`src/rtl/gfm_params.svh`:
```
// Constants of the gyro fault monitor: offsets, bit positions, limits, timing
`ifndef GFM_PARAMS_SVH
`define GFM_PARAMS_SVH
`define GFM_FAULT_ADDR 9'h00a
`define GFM_FB_FAIL 11
`define GFM_FB_AMP 10
`define GFM_FB_OV 9
`define GFM_FB_UV 8
`define GFM_FB_PLL 7
`define GFM_FB_Q 6
`define GFM_FB_NVM 5
`define GFM_FB_POR 4
`define GFM_FB_PWR 3
`define GFM_FB_SELF 2
`define GFM_FB_INJ 1
`define GFM_FLAG_MASK 16'h0ffe
`define GFM_QUAD_LIMIT 16'h1000
`define GFM_QACC_LIMIT 16'h0140
`define GFM_SELF_LOW 16'h0200
`define GFM_SELF_HIGH 16'h0740
`define GFM_VOL_ROM 8'ha5
`define GFM_NVM_SKIP 16'hc000
`define GFM_CLK_NS 4
`define GFM_NVM_NS 50000
`define GFM_VOL_NS 1000
`define GFM_INJ_NS 50000000
`define GFM_VOL_CYC (`GFM_VOL_NS / `GFM_CLK_NS)
`define GFM_FILT_CYC 5'h10
`endif

```
`src/rtl/gfm_pkg.sv`:
```
// Types of the gyro fault monitor
package gfm_pkg;
	typedef enum logic [1:0] {
		KIND_ERR = 2'h0,
		KIND_RATE = 2'h1,
		KIND_SELF = 2'h2,
		KIND_REG = 2'h3
	} gfm_kind_e;
	typedef enum logic [2:0] {
		INJ_IDLE = 3'h1,
		INJ_ACTIVE = 3'h2,
		INJ_DECAY = 3'h4
	} gfm_inj_e;
endpackage

```
`src/rtl/gfm_fault_monitor.sv`:
```
// Fault flags, response kind and fault injection of the rate sensor
`timescale 1ns/1ps
`default_nettype none
`include "gfm_params.svh"
module gfm_fault_monitor #(
	parameter int NVM_BYTES = 16,
	parameter logic [NVM_BYTES-1:0] NVM_SKIP = `GFM_NVM_SKIP,
	parameter int NVM_CYC = `GFM_NVM_NS / `GFM_CLK_NS,
	parameter int INJ_CYC = `GFM_INJ_NS / `GFM_CLK_NS
)(
	// Clock and reset
	input wire logic mclk,
	input wire logic rst,
	// Pins from outside the clock domain
	input wire logic csPinN,
	input wire logic pllUnlockPin,
	input wire logic regHighPin,
	input wire logic regLowPin,
	input wire logic ampLowPin,
	// Decoded command from the serial port logic
	input wire logic cmdValid,
	input wire logic cmdSensor,
	input wire logic cmdRead,
	input wire logic [8:0] cmdAddr,
	input wire logic cmdInject,
	// Measurements on the same clock
	input wire logic [15:0] rateData,
	input wire logic [15:0] quadValue,
	input wire logic [15:0] quadAccum,
	input wire logic [15:0] selfTestDev,
	input wire logic [NVM_BYTES*8-1:0] nvmImage,
	input wire logic [7:0] nvmStoredSum,
	// Response towards the serial port logic
	output logic respValid,
	output logic [1:0] respKind,
	output logic [15:0] respData,
	output logic [7:0] respFlags
);

	// ----------------------------------------
	// Elaboration checks
	// ----------------------------------------
	if (NVM_CYC < 2 || NVM_CYC >= 65536 || INJ_CYC < 2 || INJ_CYC >= 16777216 || NVM_BYTES > 16) begin : g_bad
		$error("gfm_fault_monitor: parameter out of range");
	end

	// ----------------------------------------
	// Pin synchronisers
	// ----------------------------------------
	logic [4:0] syncA_q;
	logic [4:0] syncB_q;
	logic csPrev_q;
	logic csN;
	logic csFall;

	// Two flops per pin; chip select idles high
	always_ff @(posedge mclk) begin
		if (rst) begin
			syncA_q <= 5'h01;
			syncB_q <= 5'h01;
			csPrev_q <= 1'b1;
		end else begin
			syncA_q <= {ampLowPin, regLowPin, regHighPin, pllUnlockPin, csPinN};
			syncB_q <= syncA_q;
			csPrev_q <= syncB_q[0];
		end
	end

	assign csN = syncB_q[0];
	assign csFall = csPrev_q & ~csN;

	// ----------------------------------------
	// Detectors
	// ----------------------------------------
	function automatic logic [15:0] absVal(input logic [15:0] v);
		absVal = v[15] ? 16'(~v + 16'h0001) : v;
	endfunction

	logic [4:0] ovCnt_q, ovCnt_d, uvCnt_q, uvCnt_d;
	logic [15:0] nvmCnt_q, nvmCnt_d;
	logic [7:0] volCnt_q, volCnt_d;
	logic [7:0] volReg_q;
	logic nvmBad_q, nvmBad_d, porBad_q, porBad_d;
	logic [7:0] nvmSum;
	logic ovCond, uvCond, quadHi, accHi, selfLow, selfHigh;

	// Filters, checksum and volatile check timers
	always_comb begin
		nvmSum = 8'h00;
		for (int i = 0; i < NVM_BYTES; i++) begin
			if (!NVM_SKIP[i]) begin
				nvmSum = nvmSum ^ nvmImage[i*8 +: 8];
			end
		end
		// A glitch shorter than the filter never reaches the limit
		ovCnt_d = !syncB_q[2] ? 5'h00 : (ovCond ? ovCnt_q : 5'(ovCnt_q + 5'h01));
		uvCnt_d = !syncB_q[3] ? 5'h00 : (uvCond ? uvCnt_q : 5'(uvCnt_q + 5'h01));
		nvmCnt_d = (nvmCnt_q == 16'(NVM_CYC - 1)) ? 16'h0000 : 16'(nvmCnt_q + 16'h0001);
		nvmBad_d = nvmBad_q;
		if (nvmCnt_q == 16'(NVM_CYC - 1)) begin
			nvmBad_d = (nvmSum != nvmStoredSum);
		end
		volCnt_d = (volCnt_q == 8'(`GFM_VOL_CYC - 1)) ? 8'h00 : 8'(volCnt_q + 8'h01);
		porBad_d = porBad_q;
		if (volCnt_q == 8'(`GFM_VOL_CYC - 1)) begin
			porBad_d = (volReg_q != `GFM_VOL_ROM);
		end
	end

	// Volatile copy is written only by reset, standing in for power-up
	always_ff @(posedge mclk) begin
		if (rst) begin
			ovCnt_q <= 5'h00;
			uvCnt_q <= 5'h00;
			nvmCnt_q <= 16'h0000;
			volCnt_q <= 8'h00;
			volReg_q <= `GFM_VOL_ROM;
			nvmBad_q <= 1'b0;
			porBad_q <= 1'b0;
		end else begin
			ovCnt_q <= ovCnt_d;
			uvCnt_q <= uvCnt_d;
			nvmCnt_q <= nvmCnt_d;
			volCnt_q <= volCnt_d;
			nvmBad_q <= nvmBad_d;
			porBad_q <= porBad_d;
		end
	end

	assign ovCond = (ovCnt_q == `GFM_FILT_CYC);
	assign uvCond = (uvCnt_q == `GFM_FILT_CYC);
	assign quadHi = absVal(quadValue) > `GFM_QUAD_LIMIT;
	assign accHi = absVal(quadAccum) >= `GFM_QACC_LIMIT;
	assign selfLow = absVal(selfTestDev) > `GFM_SELF_LOW;
	assign selfHigh = absVal(selfTestDev) > `GFM_SELF_HIGH;

	// ----------------------------------------
	// Fault injection sequencer
	// ----------------------------------------
	gfm_pkg::gfm_inj_e inj_q, inj_d;
	logic [23:0] injCnt_q, injCnt_d;
	logic injReq_q, injReq_d;
	logic postInj_q, postInj_d;
	logic inject;
	logic [15:0] fault_q, fault_d;

	// Inject bit is taken at command end, so its effect is seen from the next capture on
	always_comb begin
		injReq_d = injReq_q;
		if (cmdValid && cmdSensor) begin
			injReq_d = cmdInject;
		end
		inj_d = inj_q;
		injCnt_d = injCnt_q;
		postInj_d = postInj_q;
		if (postInj_q && !fault_q[`GFM_FB_SELF]) begin
			postInj_d = 1'b0;
		end
		case (inj_q)
			gfm_pkg::INJ_IDLE: begin
				if (injReq_q) begin
					inj_d = gfm_pkg::INJ_ACTIVE;
				end
			end
			gfm_pkg::INJ_ACTIVE: begin
				if (!injReq_q) begin
					inj_d = gfm_pkg::INJ_DECAY;
					injCnt_d = 24'h000000;
					postInj_d = 1'b1;
				end
			end
			gfm_pkg::INJ_DECAY: begin
				injCnt_d = 24'(injCnt_q + 24'h000001);
				if (injReq_q) begin
					inj_d = gfm_pkg::INJ_ACTIVE;
				end else if (injCnt_q == 24'(INJ_CYC - 1)) begin
					inj_d = gfm_pkg::INJ_IDLE;
				end
			end
			default: begin
				inj_d = gfm_pkg::INJ_IDLE;
			end
		endcase
	end

	always_ff @(posedge mclk) begin
		if (rst) begin
			inj_q <= gfm_pkg::INJ_IDLE;
			injCnt_q <= 24'h000000;
			injReq_q <= 1'b0;
			postInj_q <= 1'b0;
		end else begin
			inj_q <= inj_d;
			injCnt_q <= injCnt_d;
			injReq_q <= injReq_d;
			postInj_q <= postInj_d;
		end
	end

	// Injected conditions hold through the decay window
	assign inject = (inj_q != gfm_pkg::INJ_IDLE);

	// ----------------------------------------
	// Flags, capture and response
	// ----------------------------------------
	logic [15:0] cond;
	logic errForce, faultRd;
	logic [1:0] kindNow;
	logic [7:0] sensorView;
	logic [1:0] snapKind_q, snapKind_d;
	logic [7:0] snapFlags_q, snapFlags_d;
	logic [15:0] snapRate_q, snapRate_d;
	logic respValid_d;
	logic [1:0] respKind_d;
	logic [15:0] respData_d;
	logic [7:0] respFlags_d;

	// Built from sources, not from cond, to avoid a loop; a fault read ends the post-inject error
	assign errForce = syncB_q[1] | inject | selfHigh | (postInj_q & fault_q[`GFM_FB_SELF] & ~faultRd);
	assign faultRd = cmdValid & cmdRead & ~cmdSensor & (cmdAddr == `GFM_FAULT_ADDR);
	assign sensorView = fault_q[7:0] | {5'h00, fault_q[`GFM_FB_AMP], 2'h0};

	// Raw conditions and the sticky update; setting beats clearing
	always_comb begin
		cond = 16'h0000;
		cond[`GFM_FB_PLL] = syncB_q[1] | inject;
		cond[`GFM_FB_Q] = quadHi | accHi | inject;
		cond[`GFM_FB_NVM] = nvmBad_q | inject;
		cond[`GFM_FB_POR] = porBad_q | inject;
		cond[`GFM_FB_OV] = ovCond | inject;
		cond[`GFM_FB_UV] = uvCond | inject;
		cond[`GFM_FB_PWR] = cond[`GFM_FB_OV] | cond[`GFM_FB_UV];
		cond[`GFM_FB_AMP] = syncB_q[4] | inject;
		cond[`GFM_FB_SELF] = selfLow | inject;
		cond[`GFM_FB_INJ] = (inj_q == gfm_pkg::INJ_ACTIVE);
		cond[`GFM_FB_FAIL] = errForce | inject;
		// Reply below takes fault_q first, so the clear loses nothing
		fault_d = ((fault_q & ~{16{faultRd}}) | cond) & `GFM_FLAG_MASK;
		if (inj_q == gfm_pkg::INJ_ACTIVE) begin
			kindNow = gfm_pkg::KIND_SELF;
		end else if (errForce) begin
			kindNow = gfm_pkg::KIND_ERR;
		end else begin
			kindNow = gfm_pkg::KIND_RATE;
		end
		snapKind_d = snapKind_q;
		snapFlags_d = snapFlags_q;
		snapRate_d = snapRate_q;
		if (csFall) begin
			snapKind_d = kindNow;
			snapFlags_d = sensorView;
			snapRate_d = rateData;
		end
		respValid_d = 1'b0;
		respKind_d = respKind;
		respData_d = respData;
		respFlags_d = respFlags;
		if (cmdValid && cmdSensor) begin
			respValid_d = 1'b1;
			respKind_d = snapKind_q;
			respData_d = snapRate_q;
			respFlags_d = snapFlags_q;
		end else if (faultRd) begin
			respValid_d = 1'b1;
			respKind_d = gfm_pkg::KIND_REG;
			respData_d = fault_q;
			respFlags_d = 8'h00;
		end
	end

	always_ff @(posedge mclk) begin
		if (rst) begin
			fault_q <= 16'h0000;
			snapKind_q <= gfm_pkg::KIND_RATE;
			snapFlags_q <= 8'h00;
			snapRate_q <= 16'h0000;
			respValid <= 1'b0;
			respKind <= gfm_pkg::KIND_RATE;
			respData <= 16'h0000;
			respFlags <= 8'h00;
		end else begin
			fault_q <= fault_d;
			snapKind_q <= snapKind_d;
			snapFlags_q <= snapFlags_d;
			snapRate_q <= snapRate_d;
			respValid <= respValid_d;
			respKind <= respKind_d;
			respData <= respData_d;
			respFlags <= respFlags_d;
		end
	end
endmodule
`default_nettype wire

```
`config.mk`:
```
export PLATFORM = sky130hd
export DESIGN_NAME = gfm_fault_monitor
export DESIGN_NICKNAME = d
export VERILOG_FILES = /design/src/rtl/gfm_pkg.sv /design/src/rtl/gfm_fault_monitor.sv
export VERILOG_INCLUDE_DIRS = /design/src /design/src/rtl
export SDC_FILE = /design/constraint.sdc
export NUM_CORES = 1
export LEC_CHECK = 0
export BUFFER_PORTS_ARGS = -buffer_cell sky130_fd_sc_hd__buf_4
export CORE_ASPECT_RATIO = 1.1
export CORE_MARGIN = 2
export CORE_UTILIZATION = 48
export CTS_BUF_LIST = sky130_fd_sc_hd__clkbuf_4 sky130_fd_sc_hd__clkbuf_8
export CTS_CLUSTER_SIZE = 10
export DETAILED_ROUTE_END_ITERATION = 6
export PLACE_DENSITY = 0.82
export SLEW_MARGIN = 30
export SYNTH_ARGS = -nofsm -noshare
export SYNTH_HDL_FRONTEND = slang
export SYNTH_SLANG_ARGS = --single-unit
```
`constraint.sdc`:
```
create_clock -name mclk -period 2.03 [get_ports mclk]
set_input_delay 0 -clock mclk [delete_from_list [all_inputs] [get_ports mclk]]
set_output_delay 0 -clock mclk [all_outputs]
set_load 0.05 [all_outputs]
```
# After elaboration in Yosys (flattened, before gate mapping)
# Cells that the tools add are included.
[op_classes] addsub=7 magnitude_cmp=4 n_eq_ne=13 muxes=23 bitwise_logic=43 reduce_logical=10
[ops] cell="$xor A8 B8 Y8" count=13
[ops] cell="$mux W16" count=5
[ops] cell="$add A16 B1 Y16 const B" count=4
[ops] cell="$not A16 Y16" count=3
[ops] cell="$pmux W24 S2" count=1
[ops] cell="$add A24 B1 Y24 const B" count=1
[ops] cell="$eq A24 B24 Y1 const B" count=1
[ops] cell="$mux W24" count=1
[ops] cell="$eq A16 B14 Y1 const B" count=1
[ops] cell="$ge A16 B9 Y1 const B" count=1
[ops] cell="$gt A16 B10 Y1 const B" count=1
[ops] cell="$gt A16 B11 Y1 const B" count=1
[ops] cell="$gt A16 B13 Y1 const B" count=1
[ops] cell="$mux W8" count=2
[ops] cell="$and A12 B12 Y12" count=1
[ops] cell="$mux W3" count=4
[ops] cell="$not A12 Y12" count=1
[ops] cell="$or A1 B1 Y1" count=12
[ops] cell="$or A12 B12 Y12" count=1
[ops] cell="$add A5 B1 Y5 const B" count=2
[ops] cell="$eq A5 B5 Y1 const B" count=2
[ops] cell="$eq A9 B4 Y1 const B" count=1
[ops] cell="$pmux W3 S3" count=1
[ops] cell="$ne A8 B8 Y1" count=1
[ops] cell="17 further kinds" count=38
[totals] ff_bits=131 output_inout_bits=27 elab_cells=119

# Logic depth before layout (Yosys ltp)
[logic_depth] word_depth=14 ltp_mapped=8 mapped_depth_nobuf=8

# Worst setup path before layout
# No wires, ideal clock.
[synth_path] path_type="register -> register" startpoint="register injCnt_q[0]" endpoint="register injCnt_q[22]" setup_ns=0.065 arrival_ns=1.931 t_required_ns=1.965 path_slack_ns=0.034 path_stages_with_launch=8 n_path_buf=0 period_less_slack_ns=1.996 cell_sequence="dfxtp_1 -> ha_1 -> nand4_1 -> nor4_1 -> nand4_1 -> nor2b_1 -> mux2_2 -> nor2_1"
[synth_between] elab_chain_len=2
[synth_lines] element="from (decl)" line="gfm_fault_monitor.sv:141" text="logic [23:0] injCnt_q, injCnt_d;"
[synth_lines] element="from (signal assigned)" line="gfm_fault_monitor.sv:194" text="injCnt_q <= injCnt_d;"
[synth_lines] element="$add A24 B1 Y24" line="gfm_fault_monitor.sv:173" text="injCnt_d = 24'(injCnt_q + 24'h000001);"
[synth_lines] element="$pmux W24 S2" line="gfm_fault_monitor.sv:159" text="case (inj_q)"
# No other way between the ends.
# A chain may end at the register's enable or synchronous reset.

# Worst setup path after layout
[layout_path] startpoint="register injCnt_q[4]" endpoint="register injCnt_q[21]"
# The elaborated chain is that of the path after synthesis.

==> flow_metrics.py <==
metrics = {
    "run_status": {
        "status": "complete, no violations",
    },
    "critical_path": {
        "worst_ep_required_time_ns": 2.40,
        "timing.reg2reg.worst_path_depth": 6,
        "timing.critical_path.to_type": "flip-flop",
        "worst-path-buf-inv": 0,
        "reg2reg_to": "injCnt_q[21]$_SDFFE_PP0P_",
        "regToRegStartpoint": "injCnt_q[4]$_SDFFE_PP0P_",
        "critical-path-max-stage-delay_ns": 0.53,
        "critical_path_start_end_classification": "flip-flop to flip-flop",
        "crit_path_top_delay_cell": "sky130_fd_sc_hd__or4_4",
        "crit_path_start_kind": "flip-flop",
        "series_of_cell_instances_along_the_critical_path": "nand2_2 > or4_4 > nor4_4 > nand4_1 > mux2_4 > nor2_2",
        "worst_ep_arrival_time_ns": 2.40,
        "flop_to_flop_setup_slack_ns": 0.005,
        "path_max_fanout": 5,
        "crit_family": "simple AND/OR/NAND/NOR gates",
    },
    "yosys": {
        "synth.net_count": 1088,
        "synthesis.instances": 859,
        "synth-async-reset-ratio_pct": 0,
        "yosys-top-cells-area": "sky130_fd_sc_hd__dfxtp_1 35%, sky130_fd_sc_hd__xnor2_1 10%, sky130_fd_sc_hd__xnor3_1 5.5%",
        "netlist_area_um2": 7342,
        "post-synth-top-count-cell": "sky130_fd_sc_hd__dfxtp_1",
        "synth-seq-area-share_pct": 35.17,
        "synth_top_family_by_area": "simple AND/OR/NAND/NOR gates",
        "synth.cells.most_frequent": "129 x sky130_fd_sc_hd__dfxtp_1, 95 x sky130_fd_sc_hd__nand2_1, 92 x sky130_fd_sc_hd__nor2_1",
        "synth_area_leader_cell": "sky130_fd_sc_hd__dfxtp_1",
        "avgSynthCellArea_um2": 8.547,
        "ys.warnings.count": 0,
        "synth_compound_area_share_pct": 14.04,
        "yosysTopAreaCellShare_pct": 35.17,
        "synth.area.mux_share_pct": 3.528,
        "synthDistinctLibCells": 75,
        "simple_gate_share_of_the_synthesized_area_pct": 24.01,
        "synth_flop_cell": "sky130_fd_sc_hd__dfxtp_1",
        "yosys.area_share.xor_xnor_pct": 18.29,
        "synth-edff-count": 0,
        "synth-adder-area-share_pct": 1.534,
        "ys_ff_latch": 129,
    },
    "sta": {
        "rsz0062_at_grt": "yes",
        "finalWorstPathRequiredPeriod_ns": 2.025,
        "fin_worst_skew_ns": 0.008615,
        "hold_viol_final": 0,
        "max_slew_margin_pct": 51.85,
        "finalCritPeriodShare_pct": 99.74,
        "timing.fmax_mhz": 493.9,
        "timing_max_transition_violations_final": 0,
        "finalSetupViolations": 0,
        "hold_slack_final_ns": 0.06994,
        "finalSetupTns_ns": 0,
        "worstMarginPinSlew_ns": 0.7222,
    },
    "final_layout": {
        "drive_above_1_share_pct": 30.18,
        "final_nets": 1356,
        "stdcell_count": 1336,
        "n_antenna_cell": 0,
        "finalCoreUtilization_pct": 67.86,
        "fillers": 1213,
        "syn_to_final_growth_pct": 38.60,
    },
    "clock_tree": {
        "clkLatencyLatePin_ns": 0.43,
        "clk_pin_slew_worst_paths_ns": 0.08,
        "cts_max_level": 4,
        "clock_path_buffers": 2,
        "clock-sinks": 129,
        "clock_tree.root_cell": "sky130_fd_sc_hd__clkbuf_8",
        "tritoncts.num_buffers": 17,
        "cts_tree": "built",
    },
    "power_and_ir_drop": {
        "combPwrFrac_pct": 21.9,
        "power_consumption_uw": 6278,
        "cellPowerDensity_nw_per_um2": 616.9,
        "power.ir.vdd_worst_mv": 0.3760,
        "cellLeakagePower_uw": 0.004261,
        "internal_power_uw": 4648,
        "share_seq_of_total_power_pct": 41.9,
        "power.switching_fraction_pct": 25.96,
        "power.clock.fraction_pct": 36.2,
        "switch_pwr_uw": 1630,
    },
    "drt": {
        "dr.first_iter.drc_count": 313,
        "routed_wirelength_um": 20360,
        "ant_nets": 0,
        "remaining_drc_errors": 0,
        "viasPerCell": 5.394,
        "routed-via-count": 7206,
        "drt_pass1_iterations": 5,
        "routed_wire_length_per_instance_um": 15.24,
    },
    "hold_path": {
        "hp-start": "quadValue[13]",
        "hold-path-cell-count": 4,
        "hold_end": "fault_q[6]$_SDFF_PP0_",
        "hold_path.class": "input port to flip-flop",
    },
    "die": {
        "design.die.area_um2": 16300,
        "die_w_um": 121.9,
        "floorplan.io_pins": 247,
        "start_util_pct": 48.96,
        "floorplan_core_area_um2": 15000,
        "core.rowCount": 47,
        "die_height_um": 133.7,
    },
    "grt": {
        "via_count_of_the_first_global_routing_pass": 7064,
        "antenna_violations_before_repair": 0,
        "grt_util_all_layers_pct": 24.81,
        "grt-ovfl-total": 0,
        "grt_max_degree": 66,
        "grt_pass1_wl_um": 32780,
    },
    "placed_design": {
        "place_congestion": 0.8721,
        "io_buffer_count": 229,
        "detailed_place_hpwl_um": 14880,
        "post-place-cells": 1271,
    },
    "flow_run": {
        "drv.max_cap_violation_count": 0,
    },
}
[state kept, by name (all words and copies together) (netlist names)]
| signal | cells |
|---|---|
| csPrev_q | 1 |
| postInj_q | 1 |
| ovCnt_q | 5 |
| syncB_q | 5 |
| respFlags | 7 |
| respData | 16 |
| respValid | 1 |
| fault_q | 11 |
| nvmBad_q | 1 |
| inj_q | 3 |
| injReq_q | 1 |
| uvCnt_q | 5 |
| snapKind_q | 2 |
| snapFlags_q | 7 |
| respKind | 2 |
| snapRate_q | 16 |
| syncA_q | 5 |
| nvmCnt_q | 16 |
| injCnt_q | 24 |
[worst reg2reg max path, cell delays in order (launching register included)]
cell                      delay [ns]
sky130_fd_sc_hd__dfxtp_4        0.37
sky130_fd_sc_hd__nand2_2        0.05
sky130_fd_sc_hd__or4_4          0.53
sky130_fd_sc_hd__nor4_4         0.42
sky130_fd_sc_hd__nand4_1        0.18
sky130_fd_sc_hd__mux2_4         0.33
sky130_fd_sc_hd__nor2_2         0.07
[cells by family after synthesis]
logic type               after synthesis
multiplexers                          25
flip-flops                           129
AO/OA/AOI/OAI                        159
AND/OR/NAND/NOR                      348
XOR/XNOR                             125
buffers and inverters                 63
adder cells (fa/ha/maj)                9
other                                  1
[layout make-up]
cell class                 count  area (um^2)  share of cell area (%)
timing repair buffer         290         2257                   22.18
multi-input combinational    667         4571                   44.92
clock inverter                13        160.2                   1.574
inverter                      22        82.58                  0.8115
sequential                   129         2605                   25.60
clock buffer                  19        255.2                   2.508
tap                          196        245.2                   2.410
[worst max-delay path by stage]
| stage | depth (start not counted) | slack [ns] | to | from |
|---|---|---|---|---|
| 2_1_floorplan | 7 | 0.03 | injCnt_q[22]$_SDFFE_PP0P_ | injCnt_q[0]$_SDFFE_PP0P_ |
| 3_3_place_gp | 8 | 0.008 | fault_q[6]$_SDFF_PP0_ | cmdAddr[5] |
| 3_5_place_dp | 9 | -0.05 | fault_q[11]$_SDFF_PP0_ | selfTestDev[0] |
| 4_1_cts | 6 | 0.0006 | injCnt_q[21]$_SDFFE_PP0P_ | inj_q[2]$_SDFFE_PP0P_ |
| 5_1_grt | 6 | -0.07 | injCnt_q[21]$_SDFFE_PP0P_ | injCnt_q[4]$_SDFFE_PP0P_ |
| 6_report | 6 | 0.005 | injCnt_q[21]$_SDFFE_PP0P_ | injCnt_q[4]$_SDFFE_PP0P_ |
[metal layers]
metal | wire length [um] | GRT usage [%]
met5 | 0 | 0
met4 | 585 | 8.876
met3 | 1237 | 5.608
met2 | 10440 | 44.20
met1 | 8100 | 28.92
[stage by stage]
stage          instance area, um^2  setup WS (ns)
6_report                     10180       0.005210
4_1_cts                      10060      0.0005556
3_5_place_dp                  9371       -0.05181
5_1_grt                      10180       -0.07321
2_1_floorplan                 7342        0.03429
3_3_place_gp                  9371       0.007958
[power by group through the flow]
stage / Combinational, uW / Sequential [uW] / Clock [uW]
detailed placement: 1330 / 2690 / 0
finish: 1370 / 2630 / 2280
CTS: 1380 / 2630 / 2310
global placement: 1300 / 2690 / 0
floorplan: 747 / 2740 / 0
global route: 1490 / 2630 / 2430
[cells in the final DEF, fill, tap and decap left out, drive strengths merged, types with 13 or more instances in the layout]
cell type    instances
clkbuf              19
or2                 14
nand3               40
nor2                92
mux2i               18
xnor3               18
nor3                15
buf                263
nand2               95
xor2                21
dfxtp              129
xnor2               86
inv                 23
nand4               13
a211oi              23
a21oi               61
nor2b               15
dlygate4sd3         27
o21ai               20
[timing repair]
item	in CTS	in global routing
hold buffers	27	0
resized for setup	0	26
endpoints found under the hold margin	24	0
setup buffers	0	6
endpoints found under the setup margin	0	9
Power figures use the tool's default switching activity.
